--- config.mk ---
export PLATFORM = sky130hd
export DESIGN_NAME = lcdirq_top
export DESIGN_NICKNAME = d
export VERILOG_FILES = /design/src/core/lcdirq_pkg.sv /design/src/core/lcdirq_clkdiv.sv /design/src/core/lcdirq_top.sv
export VERILOG_INCLUDE_DIRS = /design/src /design/src/core
export SDC_FILE = /design/constraint.sdc
export NUM_CORES = 2
export LEC_CHECK = 0
export CORE_MARGIN = 1.5
export CORE_UTILIZATION = 50
export DETAILED_ROUTE_END_ITERATION = 8
export DONT_BUFFER_PORTS = 1
export PLACE_DENSITY = 0.62
export SYNTH_ARGS = -nofsm -noshare
export SYNTH_HDL_FRONTEND = slang
export SYNTH_HIERARCHICAL = 1
export SYNTH_SLANG_ARGS = --single-unit
--- constraint.sdc ---
create_clock -name i_clock -period 30.2 [get_ports i_clock]
set_input_delay 6.04 -clock i_clock [delete_from_list [all_inputs] [get_ports i_clock]]
set_output_delay 6.04 -clock i_clock [all_outputs]
set_load 0.005 [all_outputs]
--- src/core/lcdirq_params.svh ---
// Summary of operation
// - Frame request sets pending bit 1
// - FIFO trigger level sets pending bit 0
// - Source pending keeps both raw requests
// - Mask resets to 0x3, both masked
// - Mask bit 0 serves, 1 blocks
// - Mask bit 2 picks 4 or 8 words
// - Timing chip control, reset 0x4
// - Divider field sets pixel clock rate
// - Rate is width*height*frames*mode factor
// - Factor 1/4,1/8 mono/gray; 3/4,3/8 color
// - Four-level gray packs 8 pixels/halfword
`ifndef LCDIRQ_PARAMS_SVH
`define LCDIRQ_PARAMS_SVH

// Register byte addresses
`define LCDIRQ_ADDR_PIXCTL 32'h4d000000
`define LCDIRQ_ADDR_GEOM 32'h4d000004
`define LCDIRQ_ADDR_RATE 32'h4d000008
`define LCDIRQ_ADDR_STATUS 32'h4d00000c
`define LCDIRQ_ADDR_UBASE 32'h4d000010
`define LCDIRQ_ADDR_LBASE 32'h4d000014
`define LCDIRQ_ADDR_INTPND 32'h4d000054
`define LCDIRQ_ADDR_SRCPND 32'h4d000058
`define LCDIRQ_ADDR_INTMSK 32'h4d00005c
`define LCDIRQ_ADDR_TCCTL 32'h4d000060

// Interrupt bit positions
`define LCDIRQ_BIT_FIFO 0
`define LCDIRQ_BIT_FRAME 1
`define LCDIRQ_BIT_DEPTH 2

// Reset values
`define LCDIRQ_RST_PND 2'h0
`define LCDIRQ_RST_MSK 3'h3
`define LCDIRQ_RST_TCCTL 4'h4

// FIFO trigger depths in words
`define LCDIRQ_DEPTH_LOW 5'h04
`define LCDIRQ_DEPTH_HIGH 5'h08

// Pixels per halfword per mode
`define LCDIRQ_PPH_MONO 5'h10
`define LCDIRQ_PPH_GRAY4 5'h08
`define LCDIRQ_PPH_GRAY16 5'h04
`define LCDIRQ_PPH_COLOR 5'h02

// Core clock rate in hertz
`define LCDIRQ_CLOCK_HZ 44'h00001312d00

`endif

--- src/core/lcdirq_pkg.sv ---
package lcdirq_pkg;
	// Display pixel modes
	typedef enum logic [1:0] {
		LCDIRQ_MODE_MONO = 2'h0,
		LCDIRQ_MODE_GRAY4 = 2'h1,
		LCDIRQ_MODE_GRAY16 = 2'h2,
		LCDIRQ_MODE_COLOR = 2'h3
	} lcdirq_mode_t;
	// Two interrupt sources, frame at 1, FIFO at 0
	typedef logic [1:0] lcdirq_irq_t;
endpackage : lcdirq_pkg

--- src/core/lcdirq_clkdiv.sv ---
`timescale 1ns/1ps
module lcdirq_clkdiv #(
	parameter int WIDTH = 10
) (
	input wire logic i_clock,
	input wire logic i_reset_n,
	input wire logic [WIDTH-1:0] i_divider,
	output logic o_pixel_clock
);
	logic [WIDTH-1:0] count_q; // Half period counter
	logic pix_q; // Pixel clock level

	// Toggle every divider+1 cycles: period 2*(div+1)
	always_ff @(posedge i_clock) begin
		if (!i_reset_n) begin
			count_q <= '0;
			pix_q <= 1'b0;
		end else if (count_q >= i_divider) begin
			count_q <= '0;
			pix_q <= ~pix_q;
		end else begin
			count_q <= count_q + 1'b1;
		end
	end

	assign o_pixel_clock = pix_q;
endmodule : lcdirq_clkdiv

--- src/core/lcdirq_top.sv ---
`timescale 1ns/1ps
`include "lcdirq_params.svh"
module lcdirq_top #(
	parameter int DIV_WIDTH = 10,
	parameter int CNT_WIDTH = 5
) (
	input wire logic i_clock,
	input wire logic i_reset_n,
	input wire logic i_psel,
	input wire logic i_penable,
	input wire logic i_pwrite,
	input wire logic [31:0] i_paddr,
	input wire logic [31:0] i_pwdata,
	output logic [31:0] o_prdata,
	output logic o_pready,
	output logic o_pslverr,
	input wire logic i_frame_sync_req,
	input wire logic [CNT_WIDTH-1:0] i_fifo_word_count,
	output logic o_irq,
	output logic o_timing_chip_enable,
	output logic o_timing_chip_orientation_select,
	output logic o_timing_chip_mode_select,
	output logic o_timing_chip_vertical_clock_select,
	output logic o_pixel_clock,
	output logic [31:0] o_fetch_base,
	output logic [4:0] o_pixels_per_halfword,
	output lcdirq_pkg::lcdirq_irq_t o_source_pending
);
	import lcdirq_pkg::*;

	// Bus phase decode
	logic setup_phase; // First cycle of a transfer
	logic write_fire; // Write takes effect this edge
	logic [31:0] wdata; // Write data alias

	// Interrupt state
	lcdirq_irq_t srcpnd_q; // Raw source requests
	lcdirq_irq_t srcpnd_d;
	lcdirq_irq_t intpnd_q; // Unmasked serviced requests
	lcdirq_irq_t intpnd_d;
	logic [2:0] intmsk_q; // Depth select and two masks
	lcdirq_irq_t events; // Requests raised this cycle
	lcdirq_irq_t src_clr; // Write-one clear of source
	lcdirq_irq_t int_clr; // Write-one clear of pending
	logic irq_q; // Registered interrupt line

	// FIFO level tracking
	logic [CNT_WIDTH-1:0] fifo_level; // Chosen trigger depth
	logic fifo_reached; // Count at or above depth
	logic fifo_reached_q; // Previous comparison

	// Configuration state
	logic [3:0] tcctl_q; // Timing chip control bits
	logic [DIV_WIDTH-1:0] divider_q; // Pixel clock divider
	lcdirq_mode_t mode_q; // Pixel mode
	logic wide_scan_q; // 8-bit single or 4-bit dual scan
	logic [9:0] hsize_q; // Horizontal size in pixels
	logic [9:0] vsize_q; // Vertical size in lines
	logic [7:0] frame_rate_q; // Frames per second
	logic [31:0] ubase_q; // Upper frame base
	logic [31:0] lbase_q; // Lower frame base

	// Derived figures
	logic [31:0] rate_q; // Video data rate
	logic [31:0] rate_raw; // Rate before mode scaling
	logic [31:0] rate_scaled; // Rate after mode scaling
	logic rate_ok_q; // Pixel clock beats data rate
	logic [43:0] need_hz; // Rate times pixel period
	logic [4:0] pph_q; // Pixels per halfword
	logic [31:0] fetch_q; // Burst aligned fetch start

	// Readback
	logic [31:0] rdata_q;
	logic pready_q;
	logic pslverr_q;
	logic [31:0] rd_mux; // Selected read value
	logic rd_hit; // Address is mapped

	// Pixels in one halfword of frame memory
	function automatic logic [4:0] pix_per_half(lcdirq_mode_t m);
		unique case (m)
			LCDIRQ_MODE_MONO: pix_per_half = `LCDIRQ_PPH_MONO;
			LCDIRQ_MODE_GRAY4: pix_per_half = `LCDIRQ_PPH_GRAY4;
			LCDIRQ_MODE_GRAY16: pix_per_half = `LCDIRQ_PPH_GRAY16;
			LCDIRQ_MODE_COLOR: pix_per_half = `LCDIRQ_PPH_COLOR;
		endcase
	endfunction : pix_per_half

	// Write strobe for one register address
	function automatic logic wr_at(logic fire, logic [31:0] a,
		logic [31:0] target);
		wr_at = fire && (a == target);
	endfunction : wr_at

	// Transfer phases
	assign setup_phase = i_psel && !i_penable;
	assign write_fire = i_psel && i_penable && pready_q && i_pwrite;
	assign wdata = i_pwdata;

	// Raised requests from the display engine
	assign fifo_level = intmsk_q[`LCDIRQ_BIT_DEPTH] ?
		`LCDIRQ_DEPTH_HIGH : `LCDIRQ_DEPTH_LOW;
	assign fifo_reached = i_fifo_word_count >= fifo_level;
	always_comb begin
		events = '0;
		events[`LCDIRQ_BIT_FRAME] = i_frame_sync_req;
		// Rising crossing of the trigger depth
		events[`LCDIRQ_BIT_FIFO] = fifo_reached && !fifo_reached_q;
	end

	// Remember last depth comparison
	always_ff @(posedge i_clock) begin
		if (!i_reset_n) begin
			fifo_reached_q <= 1'b0;
		end else begin
			fifo_reached_q <= fifo_reached;
		end
	end

	// Write-one clears from software
	assign src_clr = wr_at(write_fire, i_paddr, `LCDIRQ_ADDR_SRCPND) ?
		wdata[1:0] : 2'h0;
	assign int_clr = wr_at(write_fire, i_paddr, `LCDIRQ_ADDR_INTPND) ?
		wdata[1:0] : 2'h0;

	// Next pending values, a new request beats a clear
	always_comb begin
		srcpnd_d = (srcpnd_q & ~src_clr) | events;
		// Forward only unmasked sources
		intpnd_d = (intpnd_q & ~int_clr) |
			((srcpnd_q | events) & ~intmsk_q[1:0]);
	end

	// Source pending register
	always_ff @(posedge i_clock) begin
		if (!i_reset_n) begin
			srcpnd_q <= `LCDIRQ_RST_PND;
		end else begin
			srcpnd_q <= srcpnd_d;
		end
	end

	// Interrupt pending register
	always_ff @(posedge i_clock) begin
		if (!i_reset_n) begin
			intpnd_q <= `LCDIRQ_RST_PND;
		end else begin
			intpnd_q <= intpnd_d;
		end
	end

	// Interrupt line follows pending bits
	always_ff @(posedge i_clock) begin
		if (!i_reset_n) begin
			irq_q <= 1'b0;
		end else begin
			irq_q <= |intpnd_d;
		end
	end

	// Mask and depth register
	always_ff @(posedge i_clock) begin
		if (!i_reset_n) begin
			intmsk_q <= `LCDIRQ_RST_MSK;
		end else if (wr_at(write_fire, i_paddr, `LCDIRQ_ADDR_INTMSK)) begin
			intmsk_q <= wdata[2:0];
		end
	end

	// Timing chip control register
	always_ff @(posedge i_clock) begin
		if (!i_reset_n) begin
			tcctl_q <= `LCDIRQ_RST_TCCTL;
		end else if (wr_at(write_fire, i_paddr, `LCDIRQ_ADDR_TCCTL)) begin
			tcctl_q <= wdata[3:0];
		end
	end

	// Pixel clock and mode register
	always_ff @(posedge i_clock) begin
		if (!i_reset_n) begin
			divider_q <= '0;
			mode_q <= LCDIRQ_MODE_MONO;
			wide_scan_q <= 1'b0;
		end else if (wr_at(write_fire, i_paddr, `LCDIRQ_ADDR_PIXCTL)) begin
			divider_q <= wdata[DIV_WIDTH-1:0];
			mode_q <= lcdirq_mode_t'(wdata[11:10]);
			wide_scan_q <= wdata[12];
		end
	end

	// Panel geometry register
	always_ff @(posedge i_clock) begin
		if (!i_reset_n) begin
			hsize_q <= '0;
			vsize_q <= '0;
			frame_rate_q <= '0;
		end else if (wr_at(write_fire, i_paddr, `LCDIRQ_ADDR_GEOM)) begin
			hsize_q <= wdata[9:0];
			vsize_q <= wdata[19:10];
			frame_rate_q <= wdata[27:20];
		end
	end

	// Frame base registers, values chosen by software
	always_ff @(posedge i_clock) begin
		if (!i_reset_n) begin
			ubase_q <= '0;
			lbase_q <= '0;
		end else begin
			if (wr_at(write_fire, i_paddr, `LCDIRQ_ADDR_UBASE)) begin
				ubase_q <= wdata;
			end
			if (wr_at(write_fire, i_paddr, `LCDIRQ_ADDR_LBASE)) begin
				lbase_q <= wdata;
			end
		end
	end

	// Data rate: size times frames, then mode factor
	assign rate_raw = 32'(hsize_q) * 32'(vsize_q) * 32'(frame_rate_q);
	always_comb begin
		rate_scaled = rate_raw;
		// Colour triples the raw rate
		if (mode_q == LCDIRQ_MODE_COLOR) begin
			rate_scaled = rate_raw * 32'h3;
		end
		// Quarter on narrow scan, eighth on wide or dual
		if (wide_scan_q) begin
			rate_scaled = rate_scaled >> 3;
		end else begin
			rate_scaled = rate_scaled >> 2;
		end
	end

	// Hertz needed: rate times pixel clock period in cycles
	assign need_hz = 44'(rate_q) * (44'({divider_q, 1'b0}) + 44'h2);

	// Derived status, refreshed every cycle
	always_ff @(posedge i_clock) begin
		if (!i_reset_n) begin
			rate_q <= '0;
			rate_ok_q <= 1'b0;
			pph_q <= `LCDIRQ_PPH_MONO;
			fetch_q <= '0;
		end else begin
			rate_q <= rate_scaled;
			rate_ok_q <= need_hz < `LCDIRQ_CLOCK_HZ;
			pph_q <= pix_per_half(mode_q);
			// Bursts of four words need 16-byte alignment
			fetch_q <= {ubase_q[31:4], 4'h0};
		end
	end

	// Read multiplexer and address decode
	always_comb begin
		rd_mux = '0;
		rd_hit = 1'b1;
		unique case (i_paddr)
			`LCDIRQ_ADDR_PIXCTL:
				rd_mux = {19'h0, wide_scan_q, mode_q, divider_q};
			`LCDIRQ_ADDR_GEOM:
				rd_mux = {4'h0, frame_rate_q, vsize_q, hsize_q};
			`LCDIRQ_ADDR_RATE: rd_mux = rate_q;
			`LCDIRQ_ADDR_STATUS: rd_mux = {26'h0, pph_q, rate_ok_q};
			`LCDIRQ_ADDR_UBASE: rd_mux = ubase_q;
			`LCDIRQ_ADDR_LBASE: rd_mux = lbase_q;
			`LCDIRQ_ADDR_INTPND: rd_mux = {30'h0, intpnd_q};
			`LCDIRQ_ADDR_SRCPND: rd_mux = {30'h0, srcpnd_q};
			`LCDIRQ_ADDR_INTMSK: rd_mux = {29'h0, intmsk_q};
			`LCDIRQ_ADDR_TCCTL: rd_mux = {28'h0, tcctl_q};
			// Unmapped address answers with an error
			default: rd_hit = 1'b0;
		endcase
	end

	// Bus answer: one wait-free access after setup
	always_ff @(posedge i_clock) begin
		if (!i_reset_n) begin
			pready_q <= 1'b0;
			pslverr_q <= 1'b0;
			rdata_q <= '0;
		end else begin
			pready_q <= setup_phase;
			// Capture answer in setup, hold through access
			if (setup_phase) begin
				pslverr_q <= !rd_hit;
				rdata_q <= (rd_hit && !i_pwrite) ? rd_mux : 32'h0;
			end else if (!i_psel) begin
				pslverr_q <= 1'b0;
			end
		end
	end

	// Pixel clock generator
	lcdirq_clkdiv #(
		.WIDTH(DIV_WIDTH)
	) u_clkdiv (
		.i_clock(i_clock),
		.i_reset_n(i_reset_n),
		.i_divider(divider_q),
		.o_pixel_clock(o_pixel_clock)
	);

	// Outputs, all from flip-flops
	assign o_prdata = rdata_q;
	assign o_pready = pready_q;
	assign o_pslverr = pslverr_q;
	assign o_irq = irq_q;
	assign o_timing_chip_enable = tcctl_q[0];
	assign o_timing_chip_orientation_select = tcctl_q[1];
	assign o_timing_chip_mode_select = tcctl_q[2];
	assign o_timing_chip_vertical_clock_select = tcctl_q[3];
	assign o_fetch_base = fetch_q;
	assign o_pixels_per_halfword = pph_q;
	assign o_source_pending = srcpnd_q;
endmodule : lcdirq_top

# Word-level counts from Yosys, hierarchy flattened
# Index checks and enable logic that the tools add are counted.
# totals
out_inout_bits,79
word_cells,93
inputBits,75
reg_bits,233
# op_classes
n_addsub,2
eq_ne,14
multipliers,4
magnitude_cmp,3
bitwise_logic,11
n_mux,11
n_reduce_logical,23
# op_table
cell,n
equality test 32 x 31 -> 1 bit (second input constant),10
one-hot mux 32 bit (10 select lines),1
< comparator 44 x 25 -> 1 bit (second input constant),1
multiplier 32 x 12 -> 44 bit,1
two-way mux 32 bit,1
multiplier 28 x 2 -> 30 bit (second input constant),1
two-way mux 30 bit,1
multiplier 20 x 8 -> 28 bit,1
two-way mux 28 bit,1
multiplier 10 x 10 -> 20 bit,1
one-hot mux 5 bit (4 select lines),1
logical AND 1 bit,14
adder 11 x 2 -> 12 bit (second input constant),1
adder 10 x 1 -> 10 bit (second input constant),1
>= comparator 10 bit,1
OR reduction 10 bit,1
bitwise AND 2 bit,3
NOT 2 bit,3
bitwise OR 2 bit,3
OR reduction 2 bit,3
>= comparator 5 x 4 -> 1 bit,1
equality test 2 bit (second input constant),2
zero test 1 bit,4
two-way mux 2 bit,2
other kinds (6),9

# Longest topological paths before layout
# depth
word_depth,9
depth_mapped,50
ltp_nobuf,48

# Hierarchy
# Netlist, hierarchy kept.
# by_module_without_submodules
mod,n_inst,cells_per_inst,area_each_um2,seq_area_each_um2
lcdirq_top,1,3323,27844.2,4264.1
lcdirq_clkdiv,1,82,718.2,220.2

# Worst setup path before layout
# No wires, ideal clock.
# synth_path
path_kind,reg-to-reg
start,register hsize_q[7]
end,register rate_q[25]
setup_slack_ns,19.679
setup_ns,0.092
stages_incl_launch_ff,47
n_path_buf,1
synth_period_minus_slack_ns,10.521
required_time_ns,30.108
t_arrival_ns,10.429
path_cell_list,dfxtp_1 -> clkbuf_1 -> nand2_1 -> fa_1 -> inv_1 -> fa_1 -> inv_1 -> fa_1 -> inv_1 -> fa_1 -> inv_1 -> fa_1 -> inv_1 -> ha_1 -> nand2_1 -> o21ai_0 -> a21o_1 -> a21oi_1 -> [11 not listed] -> a21oi_1 -> o21ai_0 -> or2_2 -> a21o_1 -> a21oi_1 -> xnor2_1 -> ha_1 -> a21o_1 -> a21o_1 -> a21oi_1 -> o21ai_0 -> or3_1 -> a31oi_1 -> nor3_1 -> a21o_1 -> mux2i_1 -> nand3_1 -> o32ai_1
# synth_via
elab_chain_cells,5
# synth_lines
item,line,text
"start, declared",lcdirq_top.sv:57,logic [9:0] hsize_q;
"start signal, assigned",lcdirq_top.sv:199,hsize_q <= wdata[9:0];
multiplier 10 x 10 -> 20 bit (*),lcdirq_top.sv:221,assign rate_raw = 32'(hsize_q) * 32'(vsize_q) * 32'(frame_rate_q);
multiplier 20 x 8 -> 28 bit (*),lcdirq_top.sv:221,
multiplier 28 x 2 -> 30 bit,lcdirq_top.sv:226,rate_scaled = rate_raw * 32'h3;
two-way mux 30 bit (*),lcdirq_top.sv:225,if (mode_q == LCDIRQ_MODE_COLOR) begin
two-way mux 28 bit (*),lcdirq_top.sv:229,if (wide_scan_q) begin
"end signal, assigned",lcdirq_top.sv:247,rate_q <= rate_scaled;
"end, declared",lcdirq_top.sv:64,logic [31:0] rate_q;
# Every way passes the cells marked *; elsewhere a longest branch is shown, timed or not.
# A chain may end at the register's enable or synchronous reset.

# Final worst setup path
# layout_path
start,register hsize_q[6]
end,register rate_q[25]
# Same word-level chain as after synthesis.

==> reports/summary.txt <==
cts repair resizes = 0
Layout Nets = 4,004
leading cell type in the layout, fill and taps excluded = nand2_1
drt pass-1 iters = 6
R2R depth = 45
post-DR wirelength/cell = 19.6 um
Avg Inst Size Synth = 8.39 um2
Critical-path top delay cell = dfxtp_1
Synth Cell Area = 28,600 um2
DP Worst Slack = 18.52 ns
wirelength, routed = 79,400 um
Seq/Total Area, Yosys = 0.157
Synth async-reset ratio = 0
Port Buffers = 0
placement-stage cell area = 29,200 um2
fin crit share = 0.392
most used flip-flop cell after synthesis = dfxtp_1
global route overflow = 0
Worst-Margin Slew = 1.12 ns
initial antenna violation count = 4
placed cells = 4,007
H-tree depth = 1
clock tree root buffer cell = clkbuf_16
fraction of layout cells with a size suffix above 1 = 0.0316
Synth top area share = 0.283
max_cap viols = 0
P_leak = 14.3 nW
RePlAce Congestion = 0.882
outcome = finished, final reports clean
CTS tree = yes
delay-heaviest family, CP = adder cells
Yosys top cell by area = fa_1
min Tclk post-route = 11.83 ns
Clk pwr share = 0.494
Final Util = 0.531
Slew Limit Fails = 0
startpoint type of the worst setup path = flop
TritonCTS Buffers = 25
Seq pwr share = 0.493
RSZ-0062 raised after global routing = no
Critical Path End Type = flop
Post-DP HPWL = 61,000 um
area delta synth->final = 4.85%
worst skew pair latency = 0.58 ns
Worst-path clk slew = 0.06 ns
slowest cell delay on critical path = 0.66 ns
vias in the first global route = 24,000
non-filler instance count after layout = 4,049
# setup viols final = 0
hold crit path type = reg -> reg
Netlist cell types = 78
#FFs+latches synth = 224
combinational share of power = 0.013
total number of vias = 23,100
Crit path buffers/inverters = 7
Net Sw Power = 140 uW
Post-synth EDFFs = 0
cell mode on critical path = fa_1
most frequent cells in the layout = nand2_1, inv_1, fa_1
setup tns final = 0 ns
final hold vios = 0
clock sink count = 224
die width = 242 um
Worst Path Max Fanout = 12
Slew HR = 0.255
Clock Path Buffers = 3
vias per cell = 5.71
Max Fclk = 0.0845 GHz
post-route cell area = 29,900 um2
post-route antenna net violation count = 0
final setup margin = 18.37 ns
first-pass GRT wire length = 129,000 um
top post-synthesis cells by area = fa_1, dfxtp_1, ha_1
# DRC = 0
CP Class = reg -> reg
Int Power = 461 uW
Post-CTS Setup Repair Bufs = 0
row count = 87
critical path required time = 30.68 ns
sw frac = 0.233
Initial DRC Count = 1,688
CORE AREA = 56,400 um2
GRT Util Overall = 0.272
PD cells = 20.1 nW/um2
yosys warns = 6
skew final = 0.0160 ns
Hold Path Stages = 2
num ports = 154
largest net degree at the start of global routing = 104
Die ar. = 58,600 um2
hold buffers post-CTS = 0
fill count = 5,359
Diodes inserted = 0
Critical Path AT = 12.30 ns
Initial Util = 0.507
CP Depth = 45
cells after synthesis = 3,405
Die H = 242 um
peak supply drop = 0.0440 mV
-- layout make-up --
class / count / area (um2) / share of cell area
Multi-Input combinational cell: 2554 / 21900 / 0.730
Sequential cell: 224 / 4480 / 0.150
Inverter: 445 / 1670 / 0.0559
Tap cell: 756 / 946 / 0.0316
Clock buffer: 34 / 699 / 0.0234
Timing Repair Buffer: 28 / 210 / 0.00702
Clock inverter: 8 / 75.1 / 0.00251
-- state kept, by name (all words and copies together), names as in the netlist, 8 cells and up --
signal	cells
vsize_q	10
ubase_q	32
o_prdata	32
rate_q	28
o_fetch_base	28
hsize_q	10
frame_rate_q	8
lbase_q	32
u_clkdiv/count_q	10
divider_q	10
-- Yosys cell counts, types with 4 or more instances --
library cell / n
o21a_1: 9
and4_1: 5
and3_1: 26
nor3b_1: 12
buf_1: 4
o211a_1: 4
o211ai_1: 10
a211oi_1: 29
a21o_1: 43
or3_1: 4
nand2b_1: 23
a31oi_1: 15
a22o_1: 4
nor2b_1: 126
nor3_1: 27
nor2_1: 134
o21ai_0: 62
a21oi_1: 210
nand4_1: 21
dfxtp_1: 224
nand3_1: 47
buf_4: 5
or2_2: 8
a222oi_1: 29
clkbuf_1: 175
fa_1: 404
inv_1: 444
a22oi_1: 52
mux2i_1: 20
xnor2_1: 55
and2_1: 222
ha_1: 247
nor4_1: 9
xor2_1: 33
nand2_1: 583
o21bai_1: 11
-- routing by layer --
metal / up-vias / global-route usage / part of all wire
met5: - / 0 / 0.00016
li1: 10700 / - / -
met3: 133 / 0.0409 / 0.063
met2: 684 / 0.476 / 0.49
met1: 11600 / 0.346 / 0.41
met4: 2 / 0.0807 / 0.029
-- worst min-delay path, stage by stage (launching register included) --
cell and delay (ns):
dfxtp_1 0.31, nand2_1 0.05, a21oi_1 0.05
-- final timing paths --
kind,startpoint,end,slack (ns)
worst max-delay path,hsize_q[6]$_SDFFE_PN0P_,rate_q[25]$_SDFF_PN0_,18.37
worst min-delay path,lbase_q[18]$_SDFFE_PN0P_,lbase_q[18]$_SDFFE_PN0P_,0.45
worst max register to register,hsize_q[6]$_SDFFE_PN0P_,rate_q[25]$_SDFF_PN0_,18.37
worst min register to register,lbase_q[18]$_SDFFE_PN0P_,lbase_q[18]$_SDFFE_PN0P_,0.45
-- power by group through the flow --
stage | combinational (mW) | clock, mW | sequential (mW)
after global routing | 0.00847 | 0.314 | 0.297
after global placement | 0.00756 | 0 | 0.303
after CTS | 0.00771 | 0.302 | 0.297
after detailed placement | 0.00770 | 0 | 0.303
after floorplan | 0.00690 | 0 | 0.303
final | 0.00781 | 0.297 | 0.297
-- kinds of logic (layout without fill, tap and decap cells) --
group	after synthesis	in the layout	synth area share
xor gates and xnor gates	88	88	0.0270
other	1	5	0.000131
buffers and inverters	631	515	0.0839
muxes	22	22	0.00780
DFF	224	224	0.157
and+or+nand+nor	1266	1266	0.215
adders and majority gates	651	651	0.391
AOI/OAI and AO/OA	522	522	0.118
-- per-stage QoR --
step                hold WS [ns]  total power, mW
detailed placement         0.446            0.311
global route               0.473            0.619
CTS                        0.455            0.606
finish                     0.454            0.602
floorplan                  0.436            0.310
global placement           0.441            0.311
(Power assumes the default switching activity.)
